[src/tape_port_defines.vh]
/*
 * Constants of the tape control processor's external port interface:
 * access timing, state codes, port numbers, control and status field positions.
 * Assumes one clock, ref_clk at 200 MHz, and a synchronous active-high reset.
 */
`ifndef TAPE_PORT_DEFINES_VH
`define TAPE_PORT_DEFINES_VH

// ****************************************************************
// instruction cycle phases (8 clocks per instruction cycle)
// ****************************************************************
`define PH_FIRST     3'h0
`define PH_ADDR_END  3'h2
`define PH_STRB_END  3'h6
`define PH_LAST      3'h7

// ****************************************************************
// access sequencer states, one-hot
// ****************************************************************
`define ST_IDLE      5'h01
`define ST_REQ       5'h02
`define ST_ADDR      5'h04
`define ST_STRB      5'h08
`define ST_DONE      5'h10

// ****************************************************************
// port numbers and reset values
// ****************************************************************
`define PORT_LATCH   2'h0
`define PORT_TRACK   2'h1
`define PORT_MOTION  2'h2
`define PORT_STATUS  2'h3
`define CTRL_RESET   8'h00

// ****************************************************************
// field positions of the control and status bytes
// ****************************************************************
`define TRK_LSB      0
`define TRK_MSB      3
`define TRK_HEAD_CUR 4
`define TRK_SPY_PRM  5
`define MOT_WRITE    0
`define MOT_ERASE    1
`define MOT_REVERSE  2
`define MOT_START    3
`define MOT_SELECT   4
`define MOT_THRESH   5
`define MOT_HOST_EN  7
`define STS_UP_HOLE  0
`define STS_LO_HOLE  1
`define STS_SELECTED 2
`define STS_CART_IN  3
`define STS_WR_EN    4
`define STS_TACHO    5
`define STS_ABORT    6
`define STS_NO_DATA  7

`endif
[src/tape_ctrl_port_interface.v]
/*
 * External port interface of the tape control processor: sequences port
 * accesses on the multiplexed 8-bit bus, drives host-bus phase lines and
 * formatter handshake lines, and synchronises all pin inputs.
 * Assumes the core logic on ref_clk issues one access at a time and the
 * pins come from outside the clock domain.
 */
`timescale 1ns/1ps
`default_nettype none
`include "tape_port_defines.vh"

module tape_ctrl_port_interface (
  input  wire       ref_clk,
  input  wire       sys_rst,
  // core side
  input  wire       acc_req,
  input  wire [1:0] acc_port,
  input  wire [7:0] acc_addr,
  input  wire [7:0] acc_wdata,
  output reg        acc_busy,
  output reg        acc_done,
  output reg  [7:0] acc_rdata,
  input  wire       set_cd,
  input  wire       set_io,
  input  wire       set_msg,
  input  wire       release_req,
  input  wire       xfer_on,
  input  wire       monitor_on,
  input  wire       gate_on,
  input  wire       prime_on,
  output reg  [7:0] track_head_control,
  output reg  [7:0] motion_select_control,
  output reg  [7:0] tape_drive_status,
  output reg        selftest_start,
  output wire       raw_gap_seen,
  output wire       block_done_seen,
  output wire       byte_ready_seen,
  output wire       busy_seen,
  // pins
  input  wire [7:0] bus_in,
  output reg  [7:0] bus_out,
  output reg        bus_oe,
  output reg        ale,
  output reg        write_strobe_n,
  output reg        read_strobe,
  output wire       port_zero_strobe,
  output wire       port_one_strobe,
  output wire       port_two_strobe,
  output wire       port_three_strobe,
  output reg        ext_bus_request,
  input  wire       ready_in,
  input  wire       raw_gap_in,
  input  wire       block_done_in,
  input  wire       host_byte_ready,
  input  wire       busy_in,
  output reg        host_cd,
  output reg        host_io,
  output reg        host_msg,
  output reg        bus_release_out,
  output reg        host_xfer_start,
  output reg        monitor_enable,
  output reg        read_gate,
  output reg        formatter_prime
);

  // ****************************************************************
  // input synchronisers
  // ****************************************************************
  reg  [12:0] sync_a_r;
  reg  [12:0] sync_b_r;
  wire [7:0]  bus_in_s;
  wire        ready_s;

  // two flops per pin; stage one feeds stage two only
  always @(posedge ref_clk) begin
    if (sys_rst) begin
      sync_a_r <= 13'h0000;
      sync_b_r <= 13'h0000;
    end else begin
      sync_a_r <= {bus_in, ready_in, raw_gap_in, block_done_in, host_byte_ready, busy_in};
      sync_b_r <= sync_a_r;
    end
  end

  // status byte pins are read only via the synchronised copy
  assign bus_in_s        = sync_b_r[12:5];
  assign ready_s         = sync_b_r[4];
  assign raw_gap_seen    = sync_b_r[3];
  assign block_done_seen = sync_b_r[2];
  assign byte_ready_seen = sync_b_r[1];
  assign busy_seen       = sync_b_r[0];

  // ****************************************************************
  // instruction cycle timing
  // ****************************************************************
  reg [2:0] phase_r;

  // free-running phase; wraps every instruction cycle
  always @(posedge ref_clk) begin
    if (sys_rst) begin
      phase_r <= `PH_FIRST;
      ale     <= 1'b0;
    end else begin
      phase_r <= phase_r + 3'h1;
      ale     <= (phase_r == `PH_LAST);
    end
  end

  // ****************************************************************
  // access sequencer
  // ****************************************************************
  localparam [4:0] S_IDLE = `ST_IDLE;
  localparam [4:0] S_REQ  = `ST_REQ;
  localparam [4:0] S_ADDR = `ST_ADDR;
  localparam [4:0] S_STRB = `ST_STRB;
  localparam [4:0] S_DONE = `ST_DONE;

  reg [4:0] state_r;
  reg [4:0] state_nxt;
  reg [1:0] port_r;
  reg [7:0] addr_r;
  reg [7:0] wdata_r;
  reg       dir_wr_r;
  reg [3:0] port_strb_r;

  // address from the latch pulse phase through PH_ADDR_END, then data under the strobe
  always @* begin
    state_nxt = state_r;
    case (state_r)
      S_IDLE: begin
        if (acc_req) begin
          state_nxt = S_REQ;
        end
      end
      S_REQ: begin
        if (ready_s && phase_r == `PH_LAST) begin
          state_nxt = S_ADDR;
        end
      end
      S_ADDR: begin
        if (phase_r == `PH_ADDR_END) begin
          state_nxt = S_STRB;
        end
      end
      S_STRB: begin
        if (phase_r == `PH_STRB_END) begin
          state_nxt = S_DONE;
        end
      end
      S_DONE: begin
        state_nxt = S_IDLE;
      end
      default: begin
        state_nxt = S_IDLE;
      end
    endcase
  end

  // state register and request capture; only taken when idle
  always @(posedge ref_clk) begin
    if (sys_rst) begin
      state_r  <= S_IDLE;
      port_r   <= `PORT_LATCH;
      addr_r   <= 8'h00;
      wdata_r  <= 8'h00;
      dir_wr_r <= 1'b0;
    end else begin
      state_r <= state_nxt;
      if (state_r == S_IDLE && acc_req) begin
        port_r  <= acc_port;
        addr_r  <= acc_addr;
        wdata_r <= acc_wdata;
        // port zero direction follows the direction line
        if (acc_port == `PORT_LATCH) begin
          dir_wr_r <= ~host_io;
        end else begin
          dir_wr_r <= (acc_port != `PORT_STATUS);
        end
      end
    end
  end

  // ****************************************************************
  // bus pins and strobes
  // ****************************************************************
  wire strobe_on;
  wire hold_bus;

  assign strobe_on = (state_nxt == S_STRB);
  assign hold_bus  = (state_nxt == S_REQ) || (state_nxt == S_ADDR) || strobe_on;

  // the bus drive and write strobe drop three clocks after ready drops mid access, through the synchroniser
  always @(posedge ref_clk) begin
    if (sys_rst) begin
      bus_out         <= 8'h00;
      bus_oe          <= 1'b0;
      write_strobe_n  <= 1'b1;
      read_strobe     <= 1'b0;
      ext_bus_request <= 1'b0;
    end else begin
      ext_bus_request <= hold_bus;
      bus_oe          <= ready_s && ((state_nxt == S_ADDR) || (strobe_on && dir_wr_r));
      bus_out         <= (state_nxt == S_ADDR) ? addr_r : wdata_r;
      write_strobe_n  <= ~(strobe_on && dir_wr_r && ready_s);
      read_strobe     <= strobe_on && !dir_wr_r;
    end
  end

  // one strobe per port, decoded from a single port number
  genvar gi;
  generate
    for (gi = 0; gi < 4; gi = gi + 1) begin : g_port
      always @(posedge ref_clk) begin
        if (sys_rst) begin
          port_strb_r[gi] <= 1'b0;
        end else begin
          port_strb_r[gi] <= strobe_on && ({30'h0, port_r} == gi);
        end
      end
    end
  endgenerate

  assign port_zero_strobe  = port_strb_r[0];
  assign port_one_strobe   = port_strb_r[1];
  assign port_two_strobe   = port_strb_r[2];
  assign port_three_strobe = port_strb_r[3];

  // ****************************************************************
  // completion, read capture and control shadows
  // ****************************************************************
  wire finish;

  assign finish = (state_r == S_STRB) && (state_nxt == S_DONE);

  // read data sampled at the last strobe phase, after the sync delay
  always @(posedge ref_clk) begin
    if (sys_rst) begin
      acc_busy              <= 1'b0;
      acc_done              <= 1'b0;
      acc_rdata             <= 8'h00;
      track_head_control    <= `CTRL_RESET;
      motion_select_control <= `CTRL_RESET;
      tape_drive_status     <= `CTRL_RESET;
    end else begin
      acc_busy <= (state_nxt != S_IDLE);
      acc_done <= finish;
      if (finish && !dir_wr_r) begin
        acc_rdata <= bus_in_s;
        if (port_r == `PORT_STATUS) begin
          tape_drive_status <= bus_in_s;
        end
      end
      if (finish && port_r == `PORT_TRACK) begin
        track_head_control <= wdata_r;
      end
      if (finish && port_r == `PORT_MOTION) begin
        motion_select_control <= wdata_r;
      end
    end
  end

  // ****************************************************************
  // host-bus phase and formatter lines
  // ****************************************************************
  // message only qualifies as message-out: control byte, outward direction
  always @(posedge ref_clk) begin
    if (sys_rst) begin
      host_cd         <= 1'b0;
      host_io         <= 1'b0;
      host_msg        <= 1'b0;
      bus_release_out <= 1'b0;
      host_xfer_start <= 1'b0;
      monitor_enable  <= 1'b0;
      read_gate       <= 1'b0;
      formatter_prime <= 1'b0;
    end else begin
      host_cd         <= set_cd;
      host_io         <= set_io;
      host_msg        <= set_msg && set_cd && !set_io;
      bus_release_out <= release_req;
      host_xfer_start <= xfer_on;
      monitor_enable  <= monitor_on;
      read_gate       <= gate_on;
      formatter_prime <= prime_on;
    end
  end

  // ****************************************************************
  // self-test launch
  // ****************************************************************
  reg rst_seen_r;

  // one pulse on the first edge after reset is released
  always @(posedge ref_clk) begin
    if (sys_rst) begin
      rst_seen_r     <= 1'b1;
      selftest_start <= 1'b0;
    end else begin
      rst_seen_r     <= 1'b0;
      selftest_start <= rst_seen_r;
    end
  end

endmodule // tape_ctrl_port_interface

`default_nettype wire

[config.mk]
export PLATFORM = sky130hd
export DESIGN_NAME = tape_ctrl_port_interface
export DESIGN_NICKNAME = d
export VERILOG_FILES = /design/src/tape_ctrl_port_interface.v
export VERILOG_INCLUDE_DIRS = /design/src
export SDC_FILE = /design/constraint.sdc
export NUM_CORES = 1
export LEC_CHECK = 0
export BUFFER_PORTS_ARGS = -buffer_cell sky130_fd_sc_hd__buf_2
export CAP_MARGIN = 30
export CORE_MARGIN = 2
export CORE_UTILIZATION = 45
export CTS_CLUSTER_SIZE = 40
export DETAILED_ROUTE_END_ITERATION = 16
export PLACE_DENSITY = 0.7
export SLEW_MARGIN = 30
export SYNTH_ARGS = -nofsm -noshare
export SYNTH_HDL_FRONTEND = slang
export SYNTH_SLANG_ARGS = --single-unit
[constraint.sdc]
create_clock -name ref_clk -period 3.4 [get_ports ref_clk]
set_clock_uncertainty 0.15 [all_clocks]
set_input_delay 0.51 -clock ref_clk [delete_from_list [all_inputs] [get_ports ref_clk]]
set_output_delay 0.51 -clock ref_clk [all_outputs]
set_load 0.05 [all_outputs]
==> results.sh <==
export IMPL_drt_first_pass_iters=4
export IMPL_htree_levels=4
export IMPL_place_congestion=0.7466
export IMPL_rows=33
export IMPL_worst_path_buf_inv=0
export IMPL_drv_cap=0
export IMPL_path_cells="or3_2 > nor3b_1 > o21ai_0 > a21oi_1"
export IMPL_post_cts_setup_buffer_count=0
export IMPL_synth_top_family_by_area="simple AND/OR/NAND/NOR gates"
export IMPL_clk_latency_ns=0.50
export IMPL_synth_area_mm2=0.003822
export IMPL_nets=527
export IMPL_crit_fanout=9
export IMPL_relSlewSlack=0.3455
export IMPL_yosys_register_bits=114
export IMPL_r2r_cells=4
export IMPL_setup_violations=0
export IMPL_via_per_inst=4.755
export IMPL_yosys_warnings=0
export IMPL_multi_input_area_mm2=0.001425
export IMPL_tns_ns=0
export IMPL_wl_per_cell_um=13.22
export IMPL_crit_family="simple AND/OR/NAND/NOR gates"
export IMPL_layout_drive_gt1_share=0.2909
export IMPL_seqCellArea_mm2=0.002282
export IMPL_fmax_ghz=0.4247
export IMPL_drc=0
export IMPL_clk_pin_slew_ns=0.06
export IMPL_grt_pass1_vias=2765
export IMPL_regToRegSetupSlack_ns=1.05
export IMPL_postRouteAntennaNets=0
export IMPL_synth_cell_types=30
export IMPL_die_w_um=96.17
export IMPL_synth_nets=418
export IMPL_grt_max_degree=57
export IMPL_worst_r2r_startpoint="state_r[4]$_SDFF_PP0_"
export IMPL_grt_pass1_wl_um=12630
export IMPL_cts_root_buf="clkbuf_8"
export IMPL_synth_fa_ha_area_frac=0.009820
export IMPL_power_density_mw_per_mm2=669.4
export IMPL_required_ns=3.67
export IMPL_first_iter_violations=126
export IMPL_top_level_ports=106
export IMPL_critPathKind="reg2reg"
export IMPL_ir_drop_uv=359.6
export IMPL_cts_resized=0
export IMPL_tightest_slew_ns=0.9797
export IMPL_seq_area_frac_synth=0.5971
export IMPL_worstHoldEndpoint="sync_a_r[10]$_SDFF_PP0_"
export IMPL_grt_overflow_total=0
export IMPL_hp_start="bus_in[5]"
export IMPL_dieArea_mm2=0.009248
export IMPL_cts_tree="built"
export IMPL_post_route_util=0.6099
export IMPL_cts_path_max_buffers=2
export IMPL_n_fill_cell=704
export IMPL_cts_sinks=114
export IMPL_cts_buffers=17
export IMPL_synth_enable_flop_cells=0
export IMPL_start_kind="flip-flop"
export IMPL_hold_buffers=0
export IMPL_status="completed"
export IMPL_synth_area_mux_share=0.08380
export IMPL_cp_slowest_stage_delay_ns=0.82
export IMPL_synth_compound_area_frac=0.05597
export IMPL_diodes=0
export IMPL_hpwl_um=5349
export IMPL_vias=2853
export IMPL_leakagePower_nw=2.202
export IMPL_min_path_type="in2reg"
export IMPL_synthArstFlopShare=0
export IMPL_area_delta_synth_final_pct=31.10
export IMPL_grt_antenna_before_repair=0
export IMPL_finalMaxSlewViolations=0
export IMPL_avgSynthCellArea_um2=10.25
export IMPL_initial_core_util=0.4652
export IMPL_cp_data_arrival_time_ns=2.63
export IMPL_track_usage=0.1816
export IMPL_drt_wl_total_um=7933
export IMPL_slowest_stage="nor3b_1"
export IMPL_synthFlopType="dfxtp_1"
export IMPL_die_height_um=96.17
export IMPL_period_needed_ns=2.355
export IMPL_finalCritPeriodShare=0.6925
export IMPL_rsz0062_at_grt="no"
export IMPL_synth_xor_area_frac=0
export IMPL_synthCells=373
export IMPL_numPortBuffers=105
export IMPL_final_hold_viol_count=0
export IMPL_synthSimpleGateAreaFrac=0.2219
export IMPL_r2r_end="bus_out[1]$_SDFF_PP0_"
export IMPL_end_kind="flip-flop"
export IMPL_core_mm2=0.008217
export IMPL_hold_depth=2
## layer usage
metal	global-route usage	share of wire
met1	0.2149	0.45
met2	0.2882	0.46
met3	0.07361	0.078
met4	0.08214	0.012
met5	0	0
## registers in the layout (all words and copies together), names as in the netlist, 8 cells and up
signal and flops:
wdata_r 8, tape_drive_status 8, sync_a_r 13, track_head_control 8, addr_r 8, sync_b_r 13
bus_out 8, acc_rdata 8, motion_select_control 8
## logic make-up (layout without fill, tap and decap cells)
kind of cell / after synthesis / count (layout)
and+or+nand+nor: 162 / 162
AOI/OAI and AO/OA: 42 / 42
adders and majority gates: 3 / 3
buffers and inverters: 20 / 142
muxes: 32 / 32
DFF: 114 / 114
## worst register-to-register path: stages (launching register included)
cell and delay, ns:
dfxtp_1 0.33, or3_2 0.52, nor3b_1 0.82, o21ai_0 0.25, a21oi_1 0.20
## cells in the mapped netlist (2+ instances only)
| cell | count | area, um2 |
|---|---|---|
| clkbuf_8 | 2 | 27.53 |
| ha_1 | 3 | 37.54 |
| nand2b_1 | 4 | 25.02 |
| and3b_1 | 2 | 17.52 |
| nor2_1 | 42 | 157.7 |
| buf_6 | 2 | 22.52 |
| nor3_4 | 3 | 48.80 |
| nand2_1 | 44 | 165.2 |
| or3_1 | 2 | 12.51 |
| nand3_1 | 10 | 50.05 |
| inv_1 | 3 | 11.26 |
| dfxtp_1 | 114 | 2282 |
| a21oi_1 | 30 | 150.1 |
| nor3b_1 | 2 | 15.01 |
| o21ai_0 | 10 | 50.05 |
| nor3_1 | 7 | 35.03 |
| mux2i_1 | 32 | 320.3 |
| nor2b_1 | 39 | 244.0 |
| clkbuf_1 | 11 | 41.29 |
## placed cells by master (no fill, tap or decap), types with 2 or more instances in the layout
| cell type | count |
|---|---|
| nor3_1 | 6 |
| clkbuf_16 | 16 |
| nor3_4 | 3 |
| clkbuf_8 | 5 |
| bufinv_16 | 3 |
| nor3b_1 | 2 |
| nor2b_1 | 39 |
| ha_1 | 3 |
| nand2b_1 | 4 |
| and3b_1 | 2 |
| dfxtp_1 | 114 |
| or3_1 | 2 |
| nor2_1 | 42 |
| buf_2 | 104 |
| a21oi_1 | 30 |
| nand2_1 | 44 |
| nand3_1 | 10 |
| clkbuf_1 | 3 |
| inv_1 | 3 |
| clkinvlp_4 | 4 |
| buf_4 | 2 |
| mux2i_1 | 32 |
| o21ai_0 | 10 |
## final cells by class
| type | instances | area share |
|---|---|---|
| Timing Repair Buffer | 107 | 0.1109 |
| Multi-Input combinational cell | 239 | 0.2844 |
| Inverter | 3 | 0.002247 |
| Sequential cell | 114 | 0.4554 |
| Tap cell | 105 | 0.02622 |
| Clock buffer | 24 | 0.09588 |
| Clock inverter | 8 | 0.02497 |
## metrics by stage
| step | hold slack [ns] | setup WS (ns) | total power [mW] | instances | area (um2) |
|---|---|---|---|---|---|
| after global routing | 0.05108 | 0.9006 | 3.469 | 600 | 5011 |
| after floorplan | 0.2638 | 1.462 | 1.560 | 373 | 3822 |
| after detailed placement | 0.2731 | 1.131 | 1.615 | 568 | 4405 |
| after global placement | 0.2680 | 1.165 | 1.611 | 568 | 4405 |
| final | 0.06061 | 1.045 | 3.355 | 600 | 5011 |
| after CTS | 0.03733 | 1.102 | 3.383 | 600 | 5011 |
## report_power, final
| part | internal, mW | switching (mW) | leakage [nW] | total, mW |
|---|---|---|---|---|
| Sequential | 1.38 | 0.0250 | 0.932 | 1.41 |
| Clock | 1.19 | 0.577 | 0.284 | 1.77 |
| Combinational | 0.0607 | 0.117 | 0.987 | 0.178 |
| Total | 2.64 | 0.719 | 2.20 | 3.35 |
## worst max-delay path by stage
stage,from,endpoint,cells after the start
2_1_floorplan,phase_r[0]$_SDFF_PP0_,tape_drive_status[7]$_SDFFE_PP0P_,6
3_3_place_gp,state_r[1]$_SDFF_PP0_,tape_drive_status[4]$_SDFFE_PP0P_,4
3_5_place_dp,state_r[2]$_SDFF_PP0_,bus_out[1]$_SDFF_PP0_,4
4_1_cts,state_r[1]$_SDFF_PP0_,tape_drive_status[0]$_SDFFE_PP0P_,4
5_1_grt,state_r[2]$_SDFF_PP0_,bus_out[3]$_SDFF_PP0_,4
6_report,state_r[4]$_SDFF_PP0_,bus_out[1]$_SDFF_PP0_,4
Power figures use the tool's default switching activity.
